### config.mk
export PLATFORM = sky130hd
export DESIGN_NAME = qrt_turn_on_ctrl
export DESIGN_NICKNAME = d
export VERILOG_FILES = /design/src/hdl/qrt_pkg.sv /design/src/hdl/qrt_limits.sv /design/src/hdl/qrt_sync.sv /design/src/hdl/qrt_turn_on_ctrl.sv
export VERILOG_INCLUDE_DIRS = /design/src /design/src/hdl
export SDC_FILE = /design/constraint.sdc
export NUM_CORES = 1
export LEC_CHECK = 0
export BUFFER_PORTS_ARGS = -buffer_cell sky130_fd_sc_hd__buf_2
export CAP_MARGIN = 40
export CORE_ASPECT_RATIO = 1.75
export CORE_UTILIZATION = 39
export DETAILED_ROUTE_END_ITERATION = 8
export GPL_TIMING_DRIVEN = 0
export MAX_ROUTING_LAYER = met4
export PLACE_DENSITY = 0.53
export SYNTH_ARGS = -nofsm -noshare
export SYNTH_HDL_FRONTEND = slang
export SYNTH_SLANG_ARGS = --single-unit
### constraint.sdc
create_clock -name CLOCK -period 24.2 [get_ports CLOCK]
set_input_delay 3.63 -clock CLOCK [delete_from_list [all_inputs] [get_ports CLOCK]]
set_output_delay 3.63 -clock CLOCK [all_outputs]
set_load 0.01 [all_outputs]
### src/hdl/qrt_cfg.svh
// Timing, threshold and scaling constants for the turn-on control block.
`ifndef QRT_CFG_SVH
`define QRT_CFG_SVH

`define QRT_CLK_PERIOD_NS 10
`define QRT_CLK_KHZ 100000

// Retrigger blanking end points, as times and as feedback levels in mV.
`define QRT_BLANK_MAX_NS 38000
`define QRT_BLANK_MIN_NS 6200
`define QRT_BLANK_MAX_CYC \
  ((`QRT_BLANK_MAX_NS + `QRT_CLK_PERIOD_NS - 1) / `QRT_CLK_PERIOD_NS)
`define QRT_BLANK_MIN_CYC \
  ((`QRT_BLANK_MIN_NS + `QRT_CLK_PERIOD_NS - 1) / `QRT_CLK_PERIOD_NS)
`define QRT_FB_LO_MV 600
`define QRT_FB_HI_MV 1650

// Peak limit scaling: burst reference in mV and feedback divider ratio.
`define QRT_FB_BURST_MV 600
`define QRT_FB_DIV_RATIO 3

// Upper switching frequency; the least period rounds up.
`define QRT_FMAX_KHZ 154
`define QRT_MIN_PERIOD_CYC \
  ((`QRT_CLK_KHZ + `QRT_FMAX_KHZ - 1) / `QRT_FMAX_KHZ)

// Forced turn-on after blanking, valley delay and starter period.
`define QRT_FORCED_NS 6000
`define QRT_FORCED_CYC \
  ((`QRT_FORCED_NS + `QRT_CLK_PERIOD_NS - 1) / `QRT_CLK_PERIOD_NS)
`define QRT_VALLEY_NS 200
`define QRT_VALLEY_CYC \
  ((`QRT_VALLEY_NS + `QRT_CLK_PERIOD_NS - 1) / `QRT_CLK_PERIOD_NS)
`define QRT_STARTER_NS 50000
`define QRT_STARTER_CYC \
  ((`QRT_STARTER_NS + `QRT_CLK_PERIOD_NS - 1) / `QRT_CLK_PERIOD_NS)

`endif

### src/hdl/qrt_pkg.sv
// Types shared by the turn-on control block and its helpers.
package qrt_pkg;

  typedef enum logic [1:0] {
    QRT_CHARGE,
    QRT_RUN,
    QRT_STOP
  } qrt_state_t;

  // Comparator outputs, all asynchronous to CLOCK.
  typedef struct packed {
    logic line_above_start;
    logic supply_above_fold;
    logic supply_above_on;
    logic supply_above_off;
    logic demag_above_arm;
    logic demag_above_trig;
    logic fault;
  } qrt_cmp_t;

  // Converter samples in mV, produced on CLOCK.
  typedef struct packed {
    logic [11:0] feedback_mv;
    logic [11:0] sense_mv;
    logic [11:0] cc_limit_mv;
    logic [11:0] line_offset_mv;
  } qrt_codes_t;

endpackage

### src/hdl/qrt_limits.sv
// Blanking time and peak current trip computed from the sampled levels.
`timescale 1ns/1ps
`include "qrt_cfg.svh"
module qrt_limits (
  input wire logic clk,
  input wire logic rst,
  input qrt_pkg::qrt_codes_t codes,
  output logic [12:0] blank_cyc,
  output logic trip
);
  import qrt_pkg::*;

  logic [31:0] fb;
  logic [31:0] span;
  logic [31:0] blank;
  logic [31:0] lim_fb;
  logic [31:0] lim;
  logic [31:0] sense;

  always_comb begin
    fb = 32'(codes.feedback_mv);
    // Clamp outside the documented feedback range.
    if (fb < `QRT_FB_LO_MV) begin
      span = 32'h0000_0000;
    end else if (fb > `QRT_FB_HI_MV) begin
      span = `QRT_FB_HI_MV - `QRT_FB_LO_MV;
    end else begin
      span = fb - `QRT_FB_LO_MV;
    end
    blank = `QRT_BLANK_MAX_CYC - span * (`QRT_BLANK_MAX_CYC -
      `QRT_BLANK_MIN_CYC) / (`QRT_FB_HI_MV - `QRT_FB_LO_MV);
    if (fb > `QRT_FB_BURST_MV) begin
      lim_fb = (fb - `QRT_FB_BURST_MV) / `QRT_FB_DIV_RATIO;
    end else begin
      lim_fb = 32'h0000_0000;
    end
    // The lower of the two limits wins.
    if (lim_fb < 32'(codes.cc_limit_mv)) begin
      lim = lim_fb;
    end else begin
      lim = 32'(codes.cc_limit_mv);
    end
    sense = 32'(codes.sense_mv) + 32'(codes.line_offset_mv);
  end

  always_ff @(posedge clk) begin
    if (rst) begin
      blank_cyc <= 13'h0000;
      trip <= 1'b0;
    end else begin
      blank_cyc <= blank[12:0];
      trip <= (sense >= lim);
    end
  end
endmodule

### src/hdl/qrt_sync.sv
// Two flip-flop synchroniser for the comparator bundle.
`timescale 1ns/1ps
module qrt_sync (
  input wire logic clk,
  input wire logic rst,
  input qrt_pkg::qrt_cmp_t d,
  output qrt_pkg::qrt_cmp_t q
);
  import qrt_pkg::*;

  localparam int W = $bits(qrt_cmp_t);

  logic [W-1:0] d_bits;
  logic [W-1:0] q_bits;

  assign d_bits = d;
  assign q = qrt_cmp_t'(q_bits);

  for (genvar i = 0; i < W; i++) begin : g_bit
    logic meta_q;
    logic sync_q;
    always_ff @(posedge clk) begin
      if (rst) begin
        meta_q <= 1'b0;
        sync_q <= 1'b0;
      end else begin
        meta_q <= d_bits[i];
        sync_q <= meta_q;
      end
    end
    assign q_bits[i] = sync_q;
  end
endmodule

### src/hdl/qrt_turn_on_ctrl.sv
// Switching-cycle control of a quasi-resonant flyback controller.
`timescale 1ns/1ps
`include "qrt_cfg.svh"
module qrt_turn_on_ctrl #(
  parameter int STARTER_CYC = `QRT_STARTER_CYC
) (
  input wire logic CLOCK,
  input wire logic RST,
  input qrt_pkg::qrt_cmp_t CMP,
  input qrt_pkg::qrt_codes_t CODES,
  output logic GATE_DRIVE,
  output logic CHARGE_FULL,
  output logic CHARGE_FOLD,
  output logic REGULATING,
  output logic STARTER_ACTIVE
);
  import qrt_pkg::*;

  localparam int PER_M1 = `QRT_MIN_PERIOD_CYC - 1;
  localparam int VALLEY_M1 = `QRT_VALLEY_CYC - 1;
  localparam int FORCED = `QRT_FORCED_CYC;
  localparam logic [12:0] CNT_MAX = 13'h1FFF;

  qrt_cmp_t cmp_s;
  logic [12:0] blank_cyc;
  logic trip;

  qrt_state_t st_q;
  qrt_state_t st_d;
  logic gate_q;
  logic arm_q;
  logic locked_q;
  logic pend_q;
  logic [4:0] dly_q;
  logic [12:0] cnt_q;
  logic chg_full_q;
  logic chg_fold_q;
  logic arm_prev_q;
  logic trig_prev_q;

  logic keep_run;
  logic arm_rise;
  logic trig_fall;
  logic blank_done;
  logic period_ok;
  logic valley_start;
  logic valley_done;
  logic forced_on;
  logic starter_on;
  logic turn_on;
  logic [13:0] forced_at;

  // Every comparator passes two flip-flops before any logic sees it.
  qrt_sync u_sync (
    .clk(CLOCK),
    .rst(RST),
    .d(CMP),
    .q(cmp_s)
  );

  qrt_limits u_limits (
    .clk(CLOCK),
    .rst(RST),
    .codes(CODES),
    .blank_cyc(blank_cyc),
    .trip(trip)
  );

  // Supervisor: charging, regulating, stopped.
  assign keep_run = (st_q == QRT_RUN) && cmp_s.line_above_start &&
    cmp_s.supply_above_off && !cmp_s.fault;

  always_comb begin
    st_d = st_q;
    case (st_q)
      QRT_CHARGE: begin
        if (cmp_s.supply_above_on && cmp_s.line_above_start &&
            !cmp_s.fault) begin
          st_d = QRT_RUN;
        end
      end
      QRT_RUN: begin
        if (!keep_run) begin
          st_d = QRT_STOP;
        end
      end
      QRT_STOP: begin
        // Waiting for the supply to collapse keeps a lost line from
        // restarting the converter on the charge left in the capacitor.
        if (!cmp_s.supply_above_off) begin
          st_d = QRT_CHARGE;
        end
      end
      default: begin
        st_d = QRT_CHARGE;
      end
    endcase
  end

  always_ff @(posedge CLOCK) begin
    if (RST) begin
      st_q <= QRT_CHARGE;
    end else begin
      st_q <= st_d;
    end
  end

  // The charger runs only in the charging state and with the line present.
  always_ff @(posedge CLOCK) begin
    if (RST) begin
      chg_full_q <= 1'b0;
      chg_fold_q <= 1'b0;
    end else begin
      chg_full_q <= (st_d == QRT_CHARGE) && cmp_s.line_above_start &&
        cmp_s.supply_above_fold;
      chg_fold_q <= (st_d == QRT_CHARGE) && cmp_s.line_above_start &&
        !cmp_s.supply_above_fold;
    end
  end

  // Edge detection works on synchronised levels only.
  always_ff @(posedge CLOCK) begin
    if (RST) begin
      arm_prev_q <= 1'b0;
      trig_prev_q <= 1'b0;
    end else begin
      arm_prev_q <= cmp_s.demag_above_arm;
      trig_prev_q <= cmp_s.demag_above_trig;
    end
  end

  assign arm_rise = cmp_s.demag_above_arm && !arm_prev_q;
  assign trig_fall = trig_prev_q && !cmp_s.demag_above_trig;

  // Cycles since the last turn-on, saturating so a long idle never wraps.
  always_ff @(posedge CLOCK) begin
    if (RST) begin
      cnt_q <= CNT_MAX;
    end else if (turn_on) begin
      cnt_q <= 13'h0000;
    end else if (cnt_q != CNT_MAX) begin
      cnt_q <= cnt_q + 13'h0001;
    end
  end

  assign blank_done = (cnt_q >= blank_cyc);
  assign period_ok = (cnt_q >= 13'(PER_M1));
  assign forced_at = {1'b0, blank_cyc} + 14'(FORCED);

  // Arming: cleared at every turn-on, so each cycle needs a fresh arm.
  always_ff @(posedge CLOCK) begin
    if (RST) begin
      arm_q <= 1'b0;
    end else if (turn_on) begin
      arm_q <= 1'b0;
    end else if (arm_rise) begin
      arm_q <= 1'b1;
    end
  end

  // An edge starts the valley delay only once blanking has expired, so
  // earlier ringing valleys are skipped whole.
  assign valley_start = keep_run && !gate_q && !pend_q && arm_q &&
    trig_fall && blank_done;

  always_ff @(posedge CLOCK) begin
    if (RST) begin
      pend_q <= 1'b0;
      dly_q <= 5'h00;
    end else if (!keep_run || turn_on) begin
      pend_q <= 1'b0;
      dly_q <= 5'h00;
    end else if (valley_start) begin
      pend_q <= 1'b1;
      dly_q <= 5'h00;
    end else if (pend_q && dly_q != 5'(VALLEY_M1)) begin
      dly_q <= dly_q + 5'h01;
    end
  end

  assign valley_done = pend_q && (dly_q == 5'(VALLEY_M1));

  // Forced turn-on covers a lost edge once demag has locked the loop.
  assign forced_on = locked_q && !pend_q &&
    ({1'b0, cnt_q} >= forced_at);

  // The starter paces cycles while demag is too weak to arm, including
  // low output voltage under current regulation.
  assign starter_on = !locked_q && !pend_q &&
    (32'(cnt_q) >= STARTER_CYC);

  assign turn_on = keep_run && !gate_q && period_ok &&
    (valley_done || forced_on || starter_on);

  // Lock follows whether the cycle just ended was armed.
  always_ff @(posedge CLOCK) begin
    if (RST) begin
      locked_q <= 1'b0;
    end else if (st_q != QRT_RUN) begin
      locked_q <= 1'b0;
    end else if (turn_on) begin
      locked_q <= arm_q;
    end
  end

  // Gate: set by turn-on, cleared by the peak trip or by leaving regulation.
  always_ff @(posedge CLOCK) begin
    if (RST) begin
      gate_q <= 1'b0;
    end else if (!keep_run) begin
      gate_q <= 1'b0;
    end else if (turn_on) begin
      gate_q <= 1'b1;
    end else if (gate_q && trip) begin
      gate_q <= 1'b0;
    end
  end

  assign GATE_DRIVE = gate_q;
  assign CHARGE_FULL = chg_full_q;
  assign CHARGE_FOLD = chg_fold_q;
  assign REGULATING = (st_q == QRT_RUN);
  assign STARTER_ACTIVE = (st_q == QRT_RUN) && !locked_q;

  // A valley delay that ends before the least period has passed waits for
  // it, which can add up to nine cycles to the twenty of the delay.
  localparam int VALLEY_WAIT = 32;
  localparam logic [12:0] BLANK_LO = 13'(`QRT_BLANK_MIN_CYC);
  localparam logic [12:0] BLANK_HI = 13'(`QRT_BLANK_MAX_CYC);

  AST_CHARGE_LINE: assert property (@(posedge CLOCK) disable iff (RST)
    (chg_full_q || chg_fold_q) |-> $past(cmp_s.line_above_start))
    else $error("Charger enabled without line above start.");

  AST_CHARGE_FOLD: assert property (@(posedge CLOCK) disable iff (RST)
    chg_fold_q |-> !$past(cmp_s.supply_above_fold) && !chg_full_q)
    else $error("Fold current used above the fold level.");

  AST_RUN_NO_CHARGE: assert property (@(posedge CLOCK) disable iff (RST)
    (st_q == QRT_RUN) |-> !chg_full_q && !chg_fold_q)
    else $error("Charger still on while regulating.");

  AST_LINE_LOSS: assert property (@(posedge CLOCK) disable iff (RST)
    (st_q == QRT_RUN && !cmp_s.line_above_start) |=>
      (st_q == QRT_STOP) && !gate_q)
    else $error("Regulation kept after line loss.");

  AST_ARMED_ONLY: assert property (@(posedge CLOCK) disable iff (RST)
    $rose(pend_q) |-> $past(arm_q) && $past(trig_fall))
    else $error("Valley delay started without arming.");

  AST_BLANK_IGNORE: assert property (@(posedge CLOCK) disable iff (RST)
    (trig_fall && cnt_q < blank_cyc && !pend_q) |=> !pend_q)
    else $error("Edge inside blanking was accepted.");

  AST_FMAX: assert property (@(posedge CLOCK) disable iff (RST)
    $rose(gate_q) |-> $past(cnt_q) >= 13'(PER_M1))
    else $error("Switching period shorter than the least period.");

  AST_VALLEY_DELAY: assert property (@(posedge CLOCK) disable iff (RST)
    $rose(pend_q) |-> ##[1:VALLEY_WAIT] (gate_q || st_q != QRT_RUN))
    else $error("Valley delay did not end in a turn-on.");

  AST_FORCED: assert property (@(posedge CLOCK) disable iff (RST)
    (keep_run && locked_q && !gate_q && !pend_q && period_ok &&
     {1'b0, cnt_q} >= forced_at && $stable(st_q)) |=>
      (gate_q || st_q != QRT_RUN))
    else $error("Forced turn-on missing.");

  AST_STARTER: assert property (@(posedge CLOCK) disable iff (RST)
    (keep_run && !locked_q && !gate_q && !pend_q && period_ok &&
     32'(cnt_q) >= STARTER_CYC) |=> (gate_q || st_q != QRT_RUN))
    else $error("Starter did not start a cycle.");

  AST_PEAK_OFF: assert property (@(posedge CLOCK) disable iff (RST)
    (gate_q && trip) |=> !gate_q)
    else $error("Gate stayed on past the peak limit.");

  AST_LOCKOUT_LOW: assert property (@(posedge CLOCK) disable iff (RST)
    (st_q != QRT_RUN) |=> !gate_q)
    else $error("Gate driven outside regulation.");

  AST_FAULT_STOP: assert property (@(posedge CLOCK) disable iff (RST)
    (st_q == QRT_RUN && (cmp_s.fault || !cmp_s.supply_above_off)) |=>
      (st_q == QRT_STOP) ##1 !gate_q)
    else $error("Fault did not stop switching.");

  AST_BLANK_AFTER_ON: assert property (@(posedge CLOCK) disable iff (RST)
    $rose(gate_q) |=> !pend_q [*8])
    else $error("Trigger not blanked after turn-on.");

  AST_VALLEY_HOLD: assert property (@(posedge CLOCK) disable iff (RST)
    $rose(pend_q) |-> !gate_q [*8])
    else $error("Gate rose inside the valley delay.");

  AST_UNARMED: assert property (@(posedge CLOCK) disable iff (RST)
    (trig_fall && !arm_q && !pend_q) |=> !pend_q)
    else $error("Unarmed falling edge started a valley delay.");

  AST_ARM_CLEAR: assert property (@(posedge CLOCK) disable iff (RST)
    $rose(gate_q) |-> !arm_q)
    else $error("Trigger still armed after turn-on.");

  AST_CNT_ZERO: assert property (@(posedge CLOCK) disable iff (RST)
    $rose(gate_q) |-> (cnt_q == 13'h0000))
    else $error("Cycle counter not restarted at turn-on.");

  AST_LOCK_ARM: assert property (@(posedge CLOCK) disable iff (RST)
    $rose(gate_q) |-> (locked_q == $past(arm_q)))
    else $error("Lock does not follow the arming of the cycle.");

  AST_LINE_CHG: assert property (@(posedge CLOCK) disable iff (RST)
    !cmp_s.line_above_start |=> !chg_full_q && !chg_fold_q)
    else $error("Charger left on without the line.");

  AST_STOP_HOLD: assert property (@(posedge CLOCK) disable iff (RST)
    (st_q == QRT_STOP && cmp_s.supply_above_off) |=> (st_q == QRT_STOP))
    else $error("Stopped converter restarted on the held supply.");

  AST_BLANK_RANGE: assert property (@(posedge CLOCK) disable iff (RST)
    (st_q == QRT_RUN) |-> (blank_cyc >= BLANK_LO) && (blank_cyc <= BLANK_HI))
    else $error("Blanking time outside its end points.");

  AST_PEAK_HOLD: assert property (@(posedge CLOCK) disable iff (RST)
    (gate_q && !trip && keep_run) |=> gate_q)
    else $error("Gate turned off before the peak limit.");

endmodule

# After elaboration in Yosys (flattened, before gate mapping)
# Cells that the tools add are included.
[totals] inputBits=57 output_inout_bits=5 register_bits=56 wordCells=109
[classes] n_reduce_logical=45 n_eq_ne=6 addsub=6 muxes=12 order_cmp=9 multipliers=1 bitwise=1 div_mod_pow=2
[ops] op="$mux 32" count=4
[ops] op="$div 32x11->32 const B" count=1
[ops] op="$div 32x2->32 const B" count=1
[ops] op="$ge 32x32->1" count=1
[ops] op="$lt 32x12->1" count=1
[ops] op="$mul 32x10->30 const B" count=1
[ops] op="$mux 13" count=2
[ops] op="$logic_and 1x1->1" count=25
[ops] op="$add 13x10->14 const B" count=1
[ops] op="$ge 13x14->1" count=1
[ops] op="$add 12x12->13" count=1
[ops] op="$add 13x1->13 const B" count=1
[ops] op="$ge 13x10->1 const B" count=1
[ops] op="$ge 13x13->1" count=1
[ops] op="$ge 13x13->1 const B" count=1
[ops] op="$ne 13x13->1 const B" count=1
[ops] op="$sub 12x10->13 const B" count=1
[ops] op="$sub 12x13->13 const A" count=1
[ops] op="$gt 12x10->1 const B" count=1
[ops] op="$gt 12x11->1 const B" count=1
[ops] op="$lt 12x10->1 const B" count=1
[ops] op="$logic_not 1->1" count=8
[ops] op="$reduce_or 2->1" count=4
[ops] op="$mux 2" count=3
[ops] op="other kinds (13)" count=18

# Longest topological paths before layout
[depth] word_depth=10 mapped_depth=104 ltp_nobuf=88

# By module
# Synthesis repeated with hierarchy kept, for this count alone.
[unflattened] hier_cells=2265 area_unflattened_um2=17052.6
[by_module_without_submodules] module="qrt_limits" seq_area_each_um2=280.3 cells_each=1991 area_each_um2=14589.0 n_inst=1
[by_module_without_submodules] module="qrt_turn_on_ctrl" seq_area_each_um2=560.5 cells_each=238 area_each_um2=2003.2 n_inst=1
[by_module_without_submodules] module="qrt_sync" seq_area_each_um2=280.3 cells_each=36 area_each_um2=460.4 n_inst=1

# Worst setup path before layout
# OpenSTA, ideal clock, no wires.
[synth_path] path_type="input to register" from="input port CODES[42] (netlist name)" to="register u_limits.blank_cyc[12]" arrival_ns=25.391 required_ns=24.075 slack_ns=-1.316 setup_ns=0.125 path_buffers=9 stages=90 cell_sequence="buf_4 -> nor4bb_1 -> a311oi_2 -> o221a_2 -> nand2_2 -> inv_2 -> ha_1 -> inv_1 -> ha_1 -> fa_1 -> fa_1 -> fa_1 -> ha_1 -> clkbuf_1 -> nand2_1 -> nor3_1 -> o211ai_1 -> nand3_1 -> (+54 left out) -> nand2_1 -> xnor2_1 -> inv_1 -> ha_1 -> o21ai_0 -> a21oi_1 -> mux2_2 -> o2111ai_1 -> a21oi_1 -> o21a_1 -> ha_1 -> nand2_1 -> a31oi_1 -> nor2_1 -> nor2_1 -> nor3b_1 -> xnor2_1 -> nor2_1"
[synth_between] elab_chain_cells=6 word_cells_on_any_way=8 cone_classes="2 x add/sub; 1 x mul; 1 x div; 2 x order compare; 2 x mux"
[synth_rtl] item="start: declaration" line="qrt_turn_on_ctrl.sv:10" text="input qrt_pkg::qrt_codes_t CODES,"
[synth_rtl] item="$sub 12x10->13 (no source line) or $gt 12x11->1 (tied branches)"
[synth_rtl] item="$mux 32" line="qrt_limits.sv:25" text="end else if (fb > `QRT_FB_HI_MV) begin"
[synth_rtl] item="$mux 32 (*)" line="qrt_limits.sv:23" text="if (fb < `QRT_FB_LO_MV) begin"
[synth_rtl] item="$mul 32x10->30 (*)" line="qrt_limits.sv:30" text="blank = `QRT_BLANK_MAX_CYC - span * (`QRT_BLANK_MAX_CYC -"
[synth_rtl] item="$div 32x11->32 (*)" line="qrt_limits.sv:30"
[synth_rtl] item="$sub 12x13->13 (no source line) (*)"
[synth_rtl] item="end signal: assignment" line="qrt_limits.sv:51" text="blank_cyc <= blank[12:0];"
[synth_rtl] item="end: declaration" line="qrt_limits.sv:8" text="output logic [12:0] blank_cyc,"
# Every way passes the cells marked *; elsewhere a longest branch is shown, timed or not.
# A chain may end at the register's enable or synchronous reset.

# Worst setup path in the final report
[layout_path] from="input port CODES[39] (netlist name)" to="register u_limits.blank_cyc[12]"
# Same word-level chain as after synthesis.

==> flow_metrics.tcl <==
set metrics [dict create \
    overflow 0 \
    synth_area_per_cell_sq_um 7.39 \
    fmax_mhz 39.5 \
    setup_viol_count_final 13 \
    htree_levels 2 \
    cap_violations 0 \
    drt_wl_total_mm 59.2 \
    wl_per_cell_microns 17.9 \
    yosysSeqAreaShare 0.0636 \
    cpMaxStageDelayCell "or4_4" \
    synth-edff-count 0 \
    path_clk_slew_ps 80 \
    pre_cts_slack_ps -4650 \
    via_per_inst 5.96 \
    die_h_microns 283 \
    critical-path-max-stage-delay_ps 570 \
    run_status "finished, violations left" \
    first_pass_iters 5 \
    drv_slew 0 \
    path_class "in -> reg" \
    rsz0062_at_grt "yes" \
    fillers 4150 \
    ys.flop_type "dfxtp_1" \
    post-route-util 0.545 \
    hp-class "reg -> reg" \
    clk_path_buf_depth 2 \
    netlist_area_sq_um 17600 \
    fin_nets 2984 \
    ys_async_sr_fraction 0 \
    ant_nets 0 \
    die_area_sq_um 46100 \
    grt_first_pass_wirelength_mm 94.6 \
    reg2reg_to "dly_q[1]$_SDFFE_PP0P_" \
    grt_max_degree 21 \
    cp-start-kind "input pin" \
    worstPathMaxFanout 6 \
    drt_drc_violations_left 0 \
    hold_ws_ps 428 \
    yosysWarnings 0 \
    cts.sinks 56 \
    r2r-start "cnt_q[0]$_SDFFE_PP1P_" \
    cts_buffers 5 \
    initial_utilization 0.397 \
    fin_crit_ps 25300 \
    syn2layout_area_growth_pct 37.3 \
    gp_congestion 0.885 \
    startpoint "CODES[39]" \
    worst-r2r-cell-count 25 \
    io_buffers 58 \
    worst_pin_slew_ps 934 \
    cp_common_cell "buf_6" \
    num_rows 102 \
    antenna_found_initial 0 \
    cts-hold-fix-buffers 0 \
    crit_required_ps 24380 \
    cts_root_buffer "clkbuf_16" \
    diodes 0 \
    final_hold_viol_count 0 \
    dr_total_vias 19700 \
    setup_slack_ps -1100 \
    hold_path_end "CHARGE_FOLD$_SDFF_PP0_" \
    grt_pass1_vias 19500 \
    ys_ff_latch 56 \
    hold_depth 1 \
    cts_tree "built" \
    crit_arrival_ps 25480 \
    drtIter0Drc 851 \
    die_width_microns 163 \
    min_from "u_sync.g_bit[5].sync_q$_SDFF_PP0_" \
    io_pins 62 \
    final_layout_size_suffix_gt1_frac 0.331 \
    worst_slew_margin_rel 0.375 \
    grt_usage 0.252 \
    crit_path_end_kind "flop" \
    core_sq_um 44400 \
    violations "setup timing" \
    ys_types 148 \
    period_share 1.05 \
    syn-instance-count 2386 \
    dp_hpwl_mm 44.8 \
    rrSetupSlack_ps 19990 \
    fin_skew_ps 3.24 \
    clock_latency_ps 300 \
]
synthesized netlist by cell type (19+ instances only):
| library cell | number | area share |
|---|---|---|
| o21ai_1 | 19 | 0.0054 |
| a211oi_1 | 35 | 0.015 |
| nand2b_1 | 34 | 0.012 |
| o21a_1 | 25 | 0.011 |
| and3_1 | 25 | 0.0089 |
| nor2b_1 | 37 | 0.013 |
| nor3_1 | 59 | 0.017 |
| a31oi_1 | 31 | 0.011 |
| xnor2_1 | 136 | 0.068 |
| buf_4 | 26 | 0.011 |
| xor2_1 | 50 | 0.025 |
| nand2_1 | 199 | 0.042 |
| inv_1 | 157 | 0.033 |
| dfxtp_1 | 56 | 0.064 |
| o211ai_1 | 34 | 0.014 |
| and2_1 | 31 | 0.011 |
| a21o_1 | 35 | 0.015 |
| fa_1 | 47 | 0.053 |
| nor2_1 | 211 | 0.045 |
| or3_1 | 24 | 0.0085 |
| o21ai_0 | 140 | 0.040 |
| nand4_1 | 27 | 0.0096 |
| nor4_1 | 21 | 0.0075 |
| nand3_1 | 75 | 0.021 |
| clkbuf_1 | 35 | 0.0075 |
| ha_1 | 154 | 0.11 |
| a21oi_1 | 149 | 0.042 |
| mux2i_1 | 52 | 0.030 |
final cells by class:
type,instances,area [sq um],area share
inverter,160,626,0.0258
clock buffer,5,125,0.00517
tap,572,716,0.0296
sequential,56,1120,0.0463
buffer,77,603,0.0249
timing repair buffer,337,2550,0.105
multi-input combinational,2089,18400,0.762
clock inverter,3,28.8,0.00119
kinds of logic (layout without fill, tap and decap cells):
logic type / Yosys count / after routing / synth area share
muxes: 77 / 78 / 0.0476
and+or+nand+nor: 835 / 835 / 0.241
other: 2 / 4 / 0.000426
DFF: 56 / 56 / 0.0636
buffers and inverters: 247 / 582 / 0.0645
AOI/OAI and AO/OA: 773 / 776 / 0.321
adders and majority gates: 207 / 207 / 0.166
xor gates and xnor gates: 189 / 189 / 0.0952
layout by cell type, fill, tap and decap left out, drive strengths merged, types with 11 or more instances in the layout:
cell type,instances
nand2,203
o21ai,168
mux2,23
o211a,11
mux2i,55
a22oi,12
nand2b,34
or3,25
a21oi,157
buf,388
a211oi,40
nor4,24
nor2b,38
a21boi,14
o21a,26
a2111oi,13
or2,17
and3,27
o31ai,19
nor2,213
nand3,78
a311oi,11
nand4,27
fa,47
o311ai,20
dfxtp,56
ha,154
clkbuf,29
a21o,37
nor3,68
and2,32
o211ai,38
xor2,51
o21bai,16
o22ai,17
xnor2,138
a31oi,32
a211o,15
inv,163
flip-flops by register name (all words and copies together), names as in the netlist:
register / cells
CHARGE_FOLD: 1
CHARGE_FULL: 1
GATE_DRIVE: 1
arm_prev_q: 1
arm_q: 1
cnt_q: 13
dly_q: 5
locked_q: 1
pend_q: 1
st_q: 2
trig_prev_q: 1
u_limits.blank_cyc: 13
u_limits.trip: 1
u_sync.g_bit.meta_q: 7
u_sync.g_bit.sync_q: 7
what timing repair did:
item / in CTS / in global routing
gates resized for setup: 297 / 223
setup buffers: 164 / 105
cloned: 4 / 1
pin swaps: 140 / 122
setup endpoints to repair: 13 / 13
worst max-delay path, delay by kind of cell:
family,cells,cell delay [ps]
AO/OA/AOI/OAI,35,8500
AND/OR/NAND/NOR,25,6410
adder cells (fa/ha/maj),8,2990
buffers and inverters,18,2410
multiplexers,4,1340
XOR/XNOR,1,140
how the worst max path moves through the flow:
stage,cells after the start,endpoint,slack [ps]
2_1_floorplan,89,u_limits.blank_cyc[10]$_SDFF_PP0_,10
3_3_place_gp,92,u_limits.blank_cyc[12]$_SDFF_PP0_,-4680
3_5_place_dp,95,u_limits.blank_cyc[12]$_SDFF_PP0_,-4650
4_1_cts,96,u_limits.blank_cyc[12]$_SDFF_PP0_,-1020
5_1_grt,97,u_limits.blank_cyc[12]$_SDFF_PP0_,-1760
6_report,91,u_limits.blank_cyc[12]$_SDFF_PP0_,-1100
per-stage QoR:
stage                     TNS (ps)  area [sq um]  instances
after detailed placement    -52510         19300       3028
after CTS                    -8200         22300       3199
after floorplan                  0         18200       2388
after global placement      -53190         19200       3018
final                       -10480         24200       3299
after global routing        -18360         24200       3299
per-layer routing:
| metal | GRT usage | wire, microns | vias up | share of wire |
|---|---|---|---|---|
| met5 | - | 0 | - | 0 |
| met2 | 0.504 | 33900 | 496 | 0.57 |
| met4 | 0.115 | 2930 | 0 | 0.049 |
| li1 | - | - | 9536 | - |
| met3 | 0.00849 | 1360 | 205 | 0.023 |
| met1 | 0.242 | 21000 | 9431 | 0.35 |
Power is not shown: default switching activity piles up to over one toggle a cycle in this logic, so the estimate is an artifact.
